[src/verilog/ppr_params.svh]
/*
 * Offsets, field positions and reset values of the port policy register bank.
 * Assumes inclusion by bare name from the design file.
 */
`ifndef PPR_PARAMS_SVH
`define PPR_PARAMS_SVH

// ==========================================================================
// Register offsets
`define PPR_OFS_CLASS_OPT     8'h0C
`define PPR_OFS_SHED_PRIO     8'h0D
`define PPR_OFS_IRQ_CTRL      8'h0E
`define PPR_OFS_GEN_CTRL      8'h0F

// ==========================================================================
// Field positions
`define PPR_POS_HIGH_CLASS    4
`define PPR_POS_TWO_STEP      0
`define PPR_POS_PIN_CLEAR     2
`define PPR_POS_CLEAR_ALL     1
`define PPR_POS_IRQ_EN        0
`define PPR_POS_CAP_EN        2
`define PPR_POS_CONV_EN       1
`define PPR_POS_WDOG_EN       0

// ==========================================================================
// Reset values and codes
`define PPR_RST_SHED_PRIO     8'hE4
`define PPR_RST_IRQ_EN        1'h1
`define PPR_RST_CONV_EN       1'h1
`define PPR_RST_WDOG_EN       1'h0
`define PPR_CLASS_FOUR        3'h4
`define PPR_CLASS_FIVE        3'h5

`endif

[src/verilog/ppr_pkg.sv]
/*
 * Types shared by the port policy register bank and its shed picker.
 * Assumes ppr_params.svh is on the include path.
 */
`default_nettype none
package ppr_pkg;

    // ======================================================================
    // Register access request from the serial control bus engine
    typedef struct packed {
        logic       wr;
        logic       rd;
        logic [7:0] addr;
        logic [7:0] wdata;
    } ppr_reg_req_t;

    // ======================================================================
    // First classification result of one port
    typedef struct packed {
        logic       valid;
        logic [2:0] cls;
    } ppr_cls_res_t;

    // ======================================================================
    // Shed request toward the port power engine
    typedef struct packed {
        logic       valid;
        logic [3:0] port;
    } ppr_shed_t;

endpackage

`default_nettype wire

[src/verilog/ppr_port_policy_regs.sv]
/*
 * Per-port policy and global control registers of a quad-port PoE source:
 * high-class and two-step classification enables, power shed ranking,
 * interrupt pin control and general enables.
 * Assumes a serial bus engine that hands over single-cycle register
 * requests, and strap pins that are steady around reset release.
 */
`timescale 1ns/1ps
`default_nettype none
`include "ppr_params.svh"

module ppr_port_policy_regs (
    input  wire logic                  sys_clk,
    input  wire logic                  rst_b,
    input  wire ppr_pkg::ppr_reg_req_t reg_req,
    output logic [7:0]                 reg_rdata,
    input  wire logic                  high_class_strap,
    input  wire logic                  auto_mode_strap,
    input  wire ppr_pkg::ppr_cls_res_t [3:0] first_class,
    input  wire logic [1:0]            irq_event,
    input  wire logic [3:0]            port_powered,
    input  wire logic                  total_power_cap,
    output logic [3:0]                 high_class_enable,
    output logic [3:0]                 two_step_class_enable,
    output logic [3:0]                 second_class_go,
    output logic [3:0]                 limit_40w_select,
    output logic [7:0]                 shed_rank,
    output ppr_pkg::ppr_shed_t         shed_req,
    output logic                       irq_out_a,
    output logic                       irq_out_b,
    output logic                       irq_source_clear_all,
    output logic                       power_cap_enable,
    output logic                       converter_enable,
    output logic                       bus_watchdog_enable
);
    import ppr_pkg::*;

    // ======================================================================
    // Module state
    // Every flop of the block lives here so reset and update stay in one place
    typedef struct packed {
        logic       strap_load;  // One pending load of strap defaults
        logic [3:0] hc_en;
        logic [3:0] ts_en;
        logic [7:0] rank;
        logic       pin_clear;
        logic       clear_all;
        logic       irq_en;
        logic       cap_en;
        logic       conv_en;
        logic       wdog_en;
        logic [1:0] irq_latch;   // Pending interrupt requests, pins show gated copy
        logic [1:0] irq_pin;
        logic       src_clr;
        logic [3:0] cls_go;
        ppr_shed_t  shed;
        logic [7:0] rdata;
    } ppr_state_t;

    ppr_state_t st_ff;
    ppr_state_t nxt_st;
    logic [3:0] shed_pick;

    // ======================================================================
    // Shed order picker
    // Combinational; its answer is registered through the shed field below
    ppr_shed_pick u_pick (
        .shed_rank (st_ff.rank),
        .powered   (port_powered),
        .pick      (shed_pick)
    );

    // Address match shared by write and read paths
    // Exact compare, so aliases of the four offsets never hit
    function automatic logic hit(input ppr_reg_req_t q, input logic [7:0] ofs);
        hit = (q.addr == ofs);
    endfunction

    // ======================================================================
    // Next state
    always_comb begin
        nxt_st = st_ff;

        // Straps are sampled on the first edge after reset release, since an
        // async reset may only load constants. A host write in that same
        // cycle is applied after the strap load and so takes precedence;
        // hosts are expected to wait a couple of cycles after reset.
        if (st_ff.strap_load) begin
            nxt_st.strap_load = 1'b0;
            nxt_st.hc_en      = {4{high_class_strap}};
            nxt_st.ts_en      = {4{auto_mode_strap}};
            nxt_st.cap_en     = auto_mode_strap;
        end

        // Self-clearing commands drop once the pins have been cleared.
        // They live for exactly the one cycle in which they act on the latch,
        // so a read in that cycle still shows the command in flight.
        nxt_st.pin_clear = 1'b0;
        nxt_st.clear_all = 1'b0;

        // Register writes; reserved bits are never stored
        // Unmapped offsets miss every hit() test and change nothing
        if (reg_req.wr) begin
            if (hit(reg_req, `PPR_OFS_CLASS_OPT)) begin
                nxt_st.hc_en = reg_req.wdata[`PPR_POS_HIGH_CLASS +: 4];
                nxt_st.ts_en = reg_req.wdata[`PPR_POS_TWO_STEP +: 4];
            end
            if (hit(reg_req, `PPR_OFS_SHED_PRIO)) begin
                nxt_st.rank = reg_req.wdata;
            end
            if (hit(reg_req, `PPR_OFS_IRQ_CTRL)) begin
                nxt_st.pin_clear = reg_req.wdata[`PPR_POS_PIN_CLEAR];
                nxt_st.clear_all = reg_req.wdata[`PPR_POS_CLEAR_ALL];
                nxt_st.irq_en    = reg_req.wdata[`PPR_POS_IRQ_EN];
            end
            if (hit(reg_req, `PPR_OFS_GEN_CTRL)) begin
                nxt_st.cap_en  = reg_req.wdata[`PPR_POS_CAP_EN];
                nxt_st.conv_en = reg_req.wdata[`PPR_POS_CONV_EN];
                nxt_st.wdog_en = reg_req.wdata[`PPR_POS_WDOG_EN];
            end
        end

        // Interrupt latch: a clear command acts the cycle after its write;
        // an event in that same cycle wins so it is not lost.
        // The latch is only the pin-side copy; the event registers sit
        // outside and are wiped through irq_source_clear_all, never here,
        // so a pin clear alone leaves every recorded event in place.
        if (st_ff.pin_clear || st_ff.clear_all) begin
            nxt_st.irq_latch = 2'h0;
        end
        nxt_st.irq_latch = nxt_st.irq_latch | irq_event;
        // Events are still recorded outside; only the pins are gated
        nxt_st.irq_pin   = nxt_st.irq_latch & {2{nxt_st.irq_en}};
        nxt_st.src_clr   = st_ff.clear_all;

        // Second classification step only after a class 4 or 5 result
        // A result that arrives while the enable is low is dropped, not
        // queued; the engine must present a fresh result after enabling.
        for (int p = 0; p < 4; p++) begin
            nxt_st.cls_go[p] = st_ff.ts_en[p] && first_class[p].valid &&
                               (first_class[p].cls == `PPR_CLASS_FOUR ||
                                first_class[p].cls == `PPR_CLASS_FIVE);
        end

        // Power cap trip sheds the chosen powered port
        // Only powered ports are offered to the picker, so a request always
        // names a port that can be shut; it repeats while the cap stays hit and cap_en is set.
        nxt_st.shed.valid = st_ff.cap_en && total_power_cap && (|port_powered);
        nxt_st.shed.port  = nxt_st.shed.valid ? shed_pick : 4'h0;

        // Read data, reserved bits as zero
        // Held in a flop until the next read, so the host may fetch it late
        nxt_st.rdata = st_ff.rdata;
        if (reg_req.rd) begin
            nxt_st.rdata = 8'h00;
            if (hit(reg_req, `PPR_OFS_CLASS_OPT)) begin
                nxt_st.rdata = {st_ff.hc_en, st_ff.ts_en};
            end
            if (hit(reg_req, `PPR_OFS_SHED_PRIO)) begin
                nxt_st.rdata = st_ff.rank;
            end
            if (hit(reg_req, `PPR_OFS_IRQ_CTRL)) begin
                nxt_st.rdata = {5'h00, st_ff.pin_clear, st_ff.clear_all,
                                st_ff.irq_en};
            end
            if (hit(reg_req, `PPR_OFS_GEN_CTRL)) begin
                nxt_st.rdata = {5'h00, st_ff.cap_en, st_ff.conv_en,
                                st_ff.wdog_en};
            end
        end
    end

    // ======================================================================
    // State register; strap-dependent fields start cleared and load next edge
    // Only constants in the reset branch; straps arrive through strap_load
    always_ff @(posedge sys_clk or negedge rst_b) begin
        if (!rst_b) begin
            st_ff            <= '0;
            st_ff.strap_load <= 1'b1;
            st_ff.rank       <= `PPR_RST_SHED_PRIO;
            st_ff.irq_en     <= `PPR_RST_IRQ_EN;
            st_ff.conv_en    <= `PPR_RST_CONV_EN;
            st_ff.wdog_en    <= `PPR_RST_WDOG_EN;
        end else begin
            st_ff <= nxt_st;
        end
    end

    // ======================================================================
    // Outputs straight from the state flops
    // The 40 W select mirrors the high-class enables as its own port, so the
    // current-limit engine needs no knowledge of classification.
    assign reg_rdata             = st_ff.rdata;
    assign high_class_enable     = st_ff.hc_en;
    assign limit_40w_select      = st_ff.hc_en;
    assign two_step_class_enable = st_ff.ts_en;
    assign second_class_go       = st_ff.cls_go;
    assign shed_rank             = st_ff.rank;
    assign shed_req              = st_ff.shed;
    assign irq_out_a             = st_ff.irq_pin[0];
    assign irq_out_b             = st_ff.irq_pin[1];
    assign irq_source_clear_all  = st_ff.src_clr;
    assign power_cap_enable      = st_ff.cap_en;
    assign converter_enable      = st_ff.conv_en;
    assign bus_watchdog_enable   = st_ff.wdog_en;

endmodule // ppr_port_policy_regs

`default_nettype wire

[src/verilog/ppr_shed_pick.sv]
/*
 * Chooses which powered port is shut next when the total power cap trips.
 * Assumes the caller registers the result; purely combinational.
 */
`timescale 1ns/1ps
`default_nettype none

module ppr_shed_pick (
    input  wire logic [7:0] shed_rank,
    input  wire logic [3:0] powered,
    output logic      [3:0] pick
);
    import ppr_pkg::*;

    // ======================================================================
    // Score = rank code then port number, so ties favour the higher port
    function automatic logic [3:0] score(input logic [7:0] r, input int p);
        score = {r[2*p +: 2], 2'(p)};
    endfunction

    logic [3:0] best;
    logic       found;

    // Scan all ports, keep the highest score among powered ones
    always_comb begin
        pick  = 4'h0;
        best  = 4'h0;
        found = 1'b0;
        for (int p = 0; p < 4; p++) begin
            if (powered[p] && (!found || score(shed_rank, p) > best)) begin
                best  = score(shed_rank, p);
                pick  = 4'(1 << p);
                found = 1'b1;
            end
        end
    end

endmodule // ppr_shed_pick

`default_nettype wire
[config.mk]
export PLATFORM = sky130hd
export DESIGN_NAME = ppr_port_policy_regs
export DESIGN_NICKNAME = d
export VERILOG_FILES = /design/src/verilog/ppr_pkg.sv /design/src/verilog/ppr_port_policy_regs.sv /design/src/verilog/ppr_shed_pick.sv
export VERILOG_INCLUDE_DIRS = /design/src /design/src/verilog
export SDC_FILE = /design/constraint.sdc
export NUM_CORES = 1
export LEC_CHECK = 0
export BUFFER_PORTS_ARGS = -buffer_cell sky130_fd_sc_hd__buf_2
export CAP_MARGIN = 0
export CELL_PAD_IN_SITES_DETAIL_PLACEMENT = 1
export CELL_PAD_IN_SITES_GLOBAL_PLACEMENT = 1
export CORE_MARGIN = 2
export CORE_UTILIZATION = 34
export DETAILED_ROUTE_END_ITERATION = 16
export GPL_ROUTABILITY_DRIVEN = 1
export MAX_ROUTING_LAYER = met4
export PLACE_DENSITY = 0.78
export SYNTH_ARGS = -nofsm -noshare
export SYNTH_HDL_FRONTEND = slang
export SYNTH_SLANG_ARGS = --single-unit
[constraint.sdc]
create_clock -name sys_clk -period 3.49 [get_ports sys_clk]
set_input_delay 0 -clock sys_clk [delete_from_list [all_inputs] [get_ports sys_clk]]
set_output_delay 0 -clock sys_clk [all_outputs]
set_load 0.01 [all_outputs]
[After elaboration in Yosys (flattened, before gate mapping)]
Index checks and enable logic that the tools add are counted.
W data, S select, Z words.
Word-level totals
  flip-flop bits (word level): 45
  input port bits: 45
  output and inout port bits: 43
  word-level logic and storage cells: 84
Cells by class
  magnitude comparators: 3
  eq/ne operators: 12
  multiplexer cells: 23
  bitwise operators: 2
  reductions and logical operators: 27
Operators by type and width (number)
  $mux W8: 7
  $eq A8 B4 Y1 const B: 4
  $mux W4: 7
  $eq A3 B3 Y1 const B: 8
  $mux W22: 1
  $logic_and A1 B1 Y1: 13
  $gt A4 B4 Y1: 3
  $logic_or A1 B1 Y1: 8
  $mux W3: 2
  $mux W1: 5
  $reduce_and A2 Y1: 2
  $reduce_or A4 Y1: 1
  $logic_not A1 Y1: 3
  $and A2 B2 Y2: 1
  $mux W2: 1
  $or A2 B2 Y2: 1

[Longest topological paths before layout]
Gate-level depths: netlist of the first run.
  depth in word-level cells: 14
  gate-level depth with buffers: 15

[Hierarchy]
Synthesis of the first run repeated with hierarchy kept, for this count alone.
Second synthesis, totals
  cells, all modules: 220
  area, all modules: 2449.8 um^2
By module, submodules not included
  ppr_port_policy_regs: instances 1, cells an instance 190, area an instance 2215.9 um^2
  ppr_shed_pick: instances 1, cells an instance 30, area an instance 234.0 um^2

[Worst setup path before layout of the first run]
Ideal clock, no wire load.
  path type: reg2reg
  from: register st_ff (netlist bit shed_rank[3])
  to: register st_ff (netlist bit shed_req[0])
  data arrival time: 3.240 ns
  data required time: 3.404 ns
  path slack: 0.164 ns
  cell stages (with the launch flop): 15
  path buffers: 0
  clock period less this slack: 3.326 ns
  cells stage by stage: dfrtp_1 ha_1 nand2_1 a2bb2oi_1 mux2_2 ha_1 and3_1 a21o_1 a41o_1 mux2_2 ha_1 nor2b_1 o21ai_0 nand2_1 nor3_1
RTL lines
  start, declared: line ppr_port_policy_regs.sv:60  | ppr_state_t st_ff;
  start signal, assigned: line ppr_port_policy_regs.sv:185  | st_ff <= nxt_st;

==> results of run 1 <==
-- power by group --
| group | total, W | switching (W) | internal [W] | leakage, nW |
|---|---|---|---|---|
| registers | 0.000568 | 0.0000224 | 0.000545 | 0.573 |
| clock network | 0.000420 | 0.000187 | 0.000233 | 0.0574 |
| logic | 0.000182 | 0.0000892 | 0.0000925 | 0.944 |
-- area by class of cell --
cell class	instances	area, sq um	share of cell area [%]
clock buffer	6	82.6	2.72
clock inverter	2	37.5	1.24
inverter	15	56.3	1.86
multi-input combinational	114	931	30.7
sequential	45	1130	37.4
tap	80	100	3.30
timing repair buffer	112	691	22.8
-- flip-flops by register name, summed over array words and instances (netlist names), 4 cells and up --
register,count
shed_req,5
second_class_go,4
reg_rdata,8
st_ff,5
high_class_enable,4
shed_rank,8
two_step_class_enable,4
-- cell usage in the layout (no fill, tap or decap), types with 2 or more instances in the layout --
cell,instances
nand2_1,7
nand2b_1,8
mux2_4,2
a31oi_1,8
nor2_1,13
dfrtp_1,38
ha_4,2
dlygate4sd3_1,23
and4b_1,4
ha_1,2
nor3_1,2
dfstp_2,7
and2_1,2
buf_2,83
o21ai_0,4
a21o_1,3
mux2i_1,6
mux2_2,12
mux4_2,3
nand4_1,3
o22ai_1,5
nor3_2,2
nand3_1,5
nor2b_1,5
and3_1,3
clkbuf_8,6
inv_1,15
buf_4,6
-- worst paths after layout --
kind / to / slack (ns) / from / cells past startpoint
max: shed_req[1]$_DFF_PN0_ / 0.09 / shed_rank[1]$_DFFE_PN0P_ / 15
min: reg_rdata[6]$_DFFE_PN0P_ / 0.07 / reg_req[16] / 2
max reg2reg: shed_req[1]$_DFF_PN0_ / 0.09 / shed_rank[1]$_DFFE_PN0P_ / 15
min reg2reg: irq_source_clear_all$_DFF_PN0_ / 0.42 / nxt_st[17]$_DFF_PN0_ / 0
max in group asynchronous: second_class_go[1]$_DFF_PN0_ / 2.44 / rst_b / 2
min in group asynchronous: reg_rdata[1]$_DFFE_PN0P_ / 0.41 / rst_b / 2
-- cell families after synthesis --
group	Yosys count
simple gates	60
buf+inv	57
flops	45
compound gates	26
mux	23
fa+ha+maj	4
other cells	1
-- layer usage --
| layer | vias to the layer above | track usage [%] |
|---|---|---|
| met5 | - | - |
| met4 | 0 | 5.45 |
| met3 | 2 | 2.64 |
| met2 | 51 | 33.6 |
| met1 | 917 | 21.6 |
| li1 | 858 | - |
-- metrics by stage --
stage | std cells | setup WS, ns | utilization, %
2_1_floorplan | 216 | 0.164 | -
3_3_place_gp | 340 | 0.0845 | 38.6
3_5_place_dp | 340 | -0.138 | 38.6
4_1_cts | 373 | 0.0160 | 44.1
5_1_grt | 374 | -0.0147 | 44.9
6_report | 374 | 0.0942 | 44.9
-- what timing repair did --
item                       4_1_cts  5_1_grt
resized for setup                2        7
pin swaps                        0        5
buffers inserted                 2        1
setup endpoints to repair        3        3
hold endpoints to repair        64        0
gates cloned                     0        0
hold buffers                    23        0
==> flow_metrics.tcl, run 1 <==
set metrics [dict create \
    worstPathCellList "nand2_2 > ha_4 > nand2_1 > a2bb2oi_2 > mux2_4 > ha_4 > and3_1 > a21o_1 > a41o_1 > mux2_2 > ha_1 > nor2b_1 > o21ai_1 > nand2_1 > nor3_2" \
    synth_common_cells "38 x dfrtp_1, 37 x buf_4, 15 x inv_1" \
    grt_max_degree 46 \
    cp_slowest_cell "dfrtp_1" \
    status "complete, no violations" \
    wl_per_cell_um 17.3 \
    critical_path_class "register to register" \
    diodes 0 \
    syn2layout_area_growth_pct 27.8 \
    endpoint_kind "register" \
    overflow 0 \
    portBuffers 83 \
    fin_crit_ns 3.40 \
    hp-class "primary input to register" \
    power-per-cell-area_mw_per_mm2 385 \
    power_w 0.00117 \
    gp_congestion 0.837 \
    vdd_drop_max_v 0.000116 \
    viasPerCell 4.89 \
    period_share_pct 97.3 \
    synth_compound_gate_area_share_pct 7.28 \
    synth_fa_ha_area_share_pct 2.11 \
    synth_top_family_by_area "buffers and inverters" \
    fin_area_sq_mm 0.00303 \
    syn-cell-area_sq_mm 0.00237 \
    cp.arrival_ns 3.61 \
    worstPathBufferInverterCount 0 \
    row_count 30 \
    synth-simple-area-share_pct 15.2 \
    synth_cells 216 \
    wl_um 6470 \
    synth_nets 265 \
    ys_seq_elements 45 \
    nets 342 \
    grt_pass1_vias 2073 \
    synth_ff_type "dfrtp_1" \
    start_kind "register" \
    async_flop_share_pct 100 \
    whs_ns 0.0704 \
    netlist.area_leader.share_pct 40.1 \
    die_x_um 87.5 \
    critPathMaxStageDelay_ns 0.41 \
    highest_layer "met4" \
    synth_edf_count 0 \
    slew_violations 0 \
    clk_pin_slew_ns 0.09 \
    antenna_found_initial 0 \
    drcViolationCount 0 \
    leakage_nw 1.57 \
    die_y_um 87.5 \
    hold_viol 0 \
    cp.required_ns 3.70 \
    tns_ns 0 \
    path_delay_family "simple AND/OR/NAND/NOR gates" \
    yosysMostFrequentCell "dfrtp_1" \
    drt_iter0_drc 36 \
    clock_skew_ns 0.0121 \
    finalSetupViolCount 0 \
    die_area_sq_mm 0.00766 \
    cts_inserted_buffers 5 \
    grt_pass1_wl_um 10500 \
    insertion_delay_ns 0.30 \
    dpl-instance-area_sq_mm 0.00261 \
    wl_met1_um 2630 \
    drive_gt1_share_pct 44.2 \
    tightest_slew_ns 1.02 \
    grt.total_usage_pct 18.7 \
    maxCapViolations 0 \
    hpwl_um 4710 \
    dr.pass1.iters 4 \
    clock_path_buffers 2 \
    via_count 1828 \
    muxShareOfSynthArea_pct 12.2 \
    seq_area_frac_synth_pct 47.8 \
    synth_cell_types 36 \
    cts_tree "yes" \
    met3_length_um 242 \
    path_max_fanout 2 \
    fillers 794 \
    htreeDepth 2 \
    wl_met2_um 3560 \
    syn_avg_cell_area_sq_um 11.0 \
    ios 88 \
    max_freq_mhz 294 \
    synth-xor-area-share_pct 0 \
    clock_sink_count 45 \
    initial_core_util_pct 35.1 \
    yosys.area.top_type "dfrtp_1" \
    max_slew_margin_pct 32.0 \
    ys_top_cells_by_area "dfrtp_1 40%, buf_4 12%, dfstp_2 7.8%, mux2_2 6.2%, mux4_2 2.8%" \
    core_region_area_sq_mm 0.00676 \
    ant_nets 0 \
    yosys_warnings 0 \
    cts_root_buffer "clkbuf_8" \
]
(Power assumes the default switching activity.)
==> run 2: changes to the inputs <==
Settings changed: REMOVE_ABC_BUFFERS set to 1.
==> flow_metrics.tcl, run 2 (synthesis gave the netlist of run 1 again) <==
set metrics [dict create \
    row_count 30 \
    drive_gt1_share_pct 43.7 \
    die_y_um 87.5 \
    fin_crit_ns 3.29 \
    critPathMaxStageDelay_ns 0.40 \
    core_region_area_sq_mm 0.00676 \
    drcViolationCount 0 \
    cts_root_buffer "clkbuf_8" \
    cp.required_ns 3.70 \
    overflow 0 \
    hold_viol 0 \
    clock_sink_count 45 \
    die_area_sq_mm 0.00766 \
    min_from "reg_req[16]" \
    rr_endpoint "shed_req[0]$_DFF_PN0_" \
    dr.pass1.iters 4 \
    diodes 0 \
    maxCapViolations 0 \
    final_cell_mix "83 x buf_2, 38 x dfrtp_1, 23 x dlygate4sd3_1, 15 x inv_1, 13 x nor2_1" \
    grt_pass1_wl_um 9420 \
    endpoint_kind "register" \
    rrSetupSlack_ns 0.20 \
    drt_iter0_drc 61 \
    ant_nets 0 \
    start_kind "register" \
    hpwl_um 4320 \
    hp-class "primary input to register" \
    initial_core_util_pct 35.1 \
    min_path_cells 2 \
    final_common_cell "buf_2" \
    status "complete, no violations" \
    clock_skew_ns 0.00589 \
    nets 341 \
    cp.arrival_ns 3.50 \
    reg2reg_from "shed_rank[1]$_DFFE_PN0P_" \
    clk_pin_slew_ns 0.08 \
    ff2ff_path_depth 15 \
    die_x_um 87.5 \
    tightest_slew_ns 0.993 \
    critical_path_class "register to register" \
    rsz0062_at_grt "false" \
    insertion_delay_ns 0.30 \
    htreeDepth 2 \
    gp_congestion 0.820 \
    antenna_found_initial 0 \
    path_delay_family "compound AO/OA/AOI/OAI gates" \
    grt_max_degree 46 \
    grt_pass1_vias 1904 \
    max_slew_margin_pct 33.8 \
    vdd_drop_max_v 0.000161 \
    ios 88 \
    wl_um 5900 \
    viasPerCell 4.82 \
    power-per-cell-area_mw_per_mm2 384 \
    wl_per_cell_um 15.8 \
    leakage_nw 1.57 \
    grt.total_usage_pct 16.5 \
    period_share_pct 94.1 \
    dpl-instance-area_sq_mm 0.00261 \
    cts_tree "yes" \
    clock_path_buffers 2 \
    dp.cells 341 \
    fin_area_sq_mm 0.00302 \
    min_to "reg_rdata[3]$_DFFE_PN0P_" \
    syn2layout_area_growth_pct 27.3 \
    via_count 1799 \
    finalSetupViolCount 0 \
    portBuffers 83 \
    worstPathCellList "nand2_2 > ha_4 > nand2_1 > a2bb2oi_2 > mux2_4 > ha_4 > and3_1 > a21o_1 > a41o_1 > mux2_2 > ha_1 > nor2b_1 > o21ai_1 > nand2_1 > nor3_1" \
    cp_slowest_cell "dfrtp_1" \
    max_freq_mhz 304 \
    worstPathBufferInverterCount 0 \
    slew_violations 0 \
    final_cells 373 \
    path_max_fanout 5 \
    cts_inserted_buffers 5 \
]
==> run 2: changes by cell type in the layout (fill, tap and decap cells not counted) <==
cell	previous run	this run
nor3_1	2	3
nor3_2	2	1
buf_4	6	5
==> run 2: how the worst max path moves through the flow <==
stage | startpoint | to | slack [ns] | depth (start not counted)
after floorplan | shed_rank[1]$_DFFE_PN0P_ | shed_req[0]$_DFF_PN0_ | 0.11 | 15
after detailed placement | shed_rank[1]$_DFFE_PN0P_ | shed_req[0]$_DFF_PN0_ | -0.01 | 15
after global routing | shed_rank[1]$_DFFE_PN0P_ | shed_req[1]$_DFF_PN0_ | 0.03 | 15
final | shed_rank[1]$_DFFE_PN0P_ | shed_req[0]$_DFF_PN0_ | 0.20 | 15
after global placement | shed_rank[1]$_DFFE_PN0P_ | shed_req[0]$_DFF_PN0_ | 0.12 | 15
after CTS | shed_rank[1]$_DFFE_PN0P_ | shed_req[0]$_DFF_PN0_ | 0.02 | 15
==> run 2: routing by layer <==
layer / share of wire [%] / track usage [%]
met1: 43 / 20.8
met2: 50 / 26.2
met3: 4.1 / 2.73
met4: 2.8 / 7.27
met5: 0 / -
==> run 2: final cells by class <==
class	count	area, sq um
clock inverter	2	37.5
tap	80	100
fill	778	3740
sequential	45	1130
clock buffer	6	82.6
timing repair buffer	111	683
multi-input combinational	114	926
inverter	15	56.3
==> run 2: worst register-to-register path: stages, from the launching register on <==
cell and delay [ns]:
dfrtp_1 0.40, nand2_2 0.09, ha_4 0.20, nand2_1 0.08, a2bb2oi_2 0.17, mux2_4 0.33
ha_4 0.22, and3_1 0.17, a21o_1 0.15, a41o_1 0.27, mux2_2 0.29, ha_1 0.26
nor2b_1 0.14, o21ai_1 0.17, nand2_1 0.11, nor3_1 0.15
==> run 2: where the power goes <==
| group | internal, W | total, W | switching, W |
|---|---|---|---|
| clock network | 0.000233 | 0.000414 | 0.000181 |
| registers | 0.000545 | 0.000567 | 0.0000216 |
| logic | 0.0000912 | 0.000178 | 0.0000872 |
==> run 2: per-stage QoR <==
| step | setup WS [ns] | hold slack [ns] | setup TNS [ns] | total power, W | util [%] |
|---|---|---|---|---|---|
| floorplan | 0.105 | -0.296 | 0 | 0.000637 | - |
| global placement | 0.119 | 0.197 | 0 | 0.000724 | 38.7 |
| detailed placement | -0.0112 | 0.207 | -0.0112 | 0.000729 | 38.7 |
| CTS | 0.0203 | 0.0386 | 0 | 0.00116 | 43.9 |
| global route | 0.0293 | 0.0583 | 0 | 0.00121 | 44.7 |
| finish | 0.204 | 0.0394 | 0 | 0.00116 | 44.7 |
==> run 2: timing repair <==
action	in CTS	in global routing
cloned	0	0
hold buffers	23	0
setup endpoints to repair	2	3
resized for setup	1	7
buffers inserted	0	1
pin swaps	0	4
hold endpoints to repair	64	0
==> run 3: changes to the inputs <==
Settings changed: RECOVER_POWER set to 25.
==> flow_metrics.tcl, run 3 (synthesis gave the netlist of run 1 again) <==
set metrics [dict create \
    dpl-instance-area_sq_mm 0.00261 \
    switchingPower_w 0.000289 \
    cts_root_buffer "clkbuf_8" \
    initial_core_util_pct 35.1 \
    leakage_nw 1.46 \
    overflow 0 \
    drcViolationCount 0 \
    die_area_sq_mm 0.00766 \
    grt_max_degree 46 \
    clock_sink_count 45 \
    power-per-cell-area_mw_per_mm2 389 \
    wl_um 5930 \
    max_freq_mhz 304 \
    final_cell_mix "57 x buf_2, 38 x dfrtp_1, 26 x clkbuf_1, 23 x dlygate4sd3_1, 15 x inv_1" \
    vdd_drop_max_v 0.000161 \
    cp.arrival_ns 3.50 \
    start_kind "register" \
    slew_violations 0 \
    clock_skew_ns 0.00638 \
    fin_area_sq_mm 0.00297 \
    pwr-share-clk_pct 35.9 \
    grt_pass1_vias 1904 \
    die_y_um 87.5 \
    maxCapViolations 0 \
    hpwl_um 4320 \
    dp_slack_ns -0.0112 \
    ant_nets 0 \
    fin_crit_ns 3.29 \
    htreeDepth 2 \
    gp_congestion 0.820 \
    cp.required_ns 3.70 \
    min_from "reg_req[16]" \
    viasPerCell 4.82 \
    path_max_fanout 5 \
    drt_iter0_drc 67 \
    hold_viol 0 \
    endpoint_kind "register" \
    seqPwrFrac_pct 49.1 \
    status "complete, no violations" \
    dr.pass1.iters 4 \
    clock_path_buffers 2 \
    diodes 0 \
    grt.total_usage_pct 16.5 \
    worst_slack_ns 0.203 \
    drive_gt1_share_pct 34.5 \
    cts_tree "yes" \
    rsz0062_at_grt "false" \
    period_share_pct 94.2 \
    p_int_w 0.000866 \
    die_x_um 87.5 \
    ios 88 \
    tightest_slew_ns 0.988 \
    finalSetupViolCount 0 \
    wl_per_cell_um 15.9 \
    tns_ns 0 \
    core_region_area_sq_mm 0.00676 \
    cts_inserted_buffers 5 \
    insertion_delay_ns 0.30 \
    portBuffers 83 \
    grt_pass1_wl_um 9420 \
    whs_ns 0.0380 \
    hp-class "primary input to register" \
    critical_path_class "register to register" \
    syn2layout_area_growth_pct 25.3 \
    max_slew_margin_pct 34.1 \
    netSwitchingFraction_pct 25.0 \
    reg2reg_from "shed_rank[1]$_DFFE_PN0P_" \
    startpoint "shed_rank[1]$_DFFE_PN0P_" \
    antenna_found_initial 0 \
    combPwrFrac_pct 15.0 \
    row_count 30 \
    nets 341 \
    via_count 1796 \
    finish.utilization_pct 44.0 \
    clk_pin_slew_ns 0.08 \
    final_common_cell "buf_2" \
]
==> run 3: changes by cell type in the layout (fill, tap and decap cells not counted), sizes merged <==
cell	previous run	this run
clkbuf	6	32
buf	88	62
==> run 3: stage by stage <==
step / power, W / std cells
3_3_place_gp: 0.000724 / 341
3_5_place_dp: 0.000729 / 341
6_report: 0.00116 / 373
5_1_grt: 0.00121 / 373
4_1_cts: 0.00116 / 372
2_1_floorplan: 0.000637 / 174
==> run 3: cell type report <==
cell class / count / area [sq um]
clock buffer: 6 / 82.6
clock inverter: 2 / 37.5
fill: 784 / 3780
inverter: 15 / 56.3
multi-input combinational: 114 / 911
sequential: 45 / 1130
tap: 80 / 100
timing repair buffer: 111 / 651
==> run 3: repair_timing <==
| item | in CTS | in global routing |
|---|---|---|
| hold endpoints to repair | 64 | 0 |
| resized for setup | 1 | 7 |
| pin swaps | 0 | 4 |
| setup buffers | 0 | 1 |
| hold buffers | 23 | 0 |
| setup endpoints to repair | 2 | 3 |
==> run 3: worst paths after layout <==
path	cells past startpoint	slack, ns	to
min reg2reg	0	0.43	irq_source_clear_all$_DFF_PN0_
min in group asynchronous	2	0.40	irq_out_a$_DFF_PN0_
max	15	0.20	shed_req[0]$_DFF_PN0_
max in group asynchronous	2	2.47	shed_rank[4]$_DFFE_PN0P_
min	2	0.04	reg_rdata[3]$_DFFE_PN0P_
max reg2reg	15	0.20	shed_req[0]$_DFF_PN0_
==> run 3: metal layers <==
metal | routed length (um) | up-vias | GRT usage [%]
met1 | 2580 | 877 | 20.8
met5 | 0 | - | -
met3 | 250 | 12 | 2.73
li1 | - | 854 | -
met2 | 2930 | 53 | 26.2
met4 | 169 | 0 | 7.27
==> run 3: power by group through the flow <==
stage / Sequential, W / Combinational (W) / Clock, W
global route: 0.000571 / 0.000192 / 0.000446
CTS: 0.000566 / 0.000173 / 0.000426
global placement: 0.000575 / 0.000148 / 0
finish: 0.000567 / 0.000174 / 0.000414
detailed placement: 0.000576 / 0.000153 / 0
floorplan: 0.000583 / 0.0000539 / 0
==> run 3: critical path, stage by stage (launching register included) <==
cell and delay [ns]:
dfrtp_1 0.40, nand2_2 0.09, ha_4 0.20, nand2_1 0.08
a2bb2oi_2 0.17, mux2_4 0.33, ha_4 0.22, and3_1 0.17
a21o_1 0.15, a41o_1 0.27, mux2_2 0.29, ha_1 0.26
nor2b_1 0.14, o21ai_1 0.17, nand2_1 0.11, nor3_1 0.15
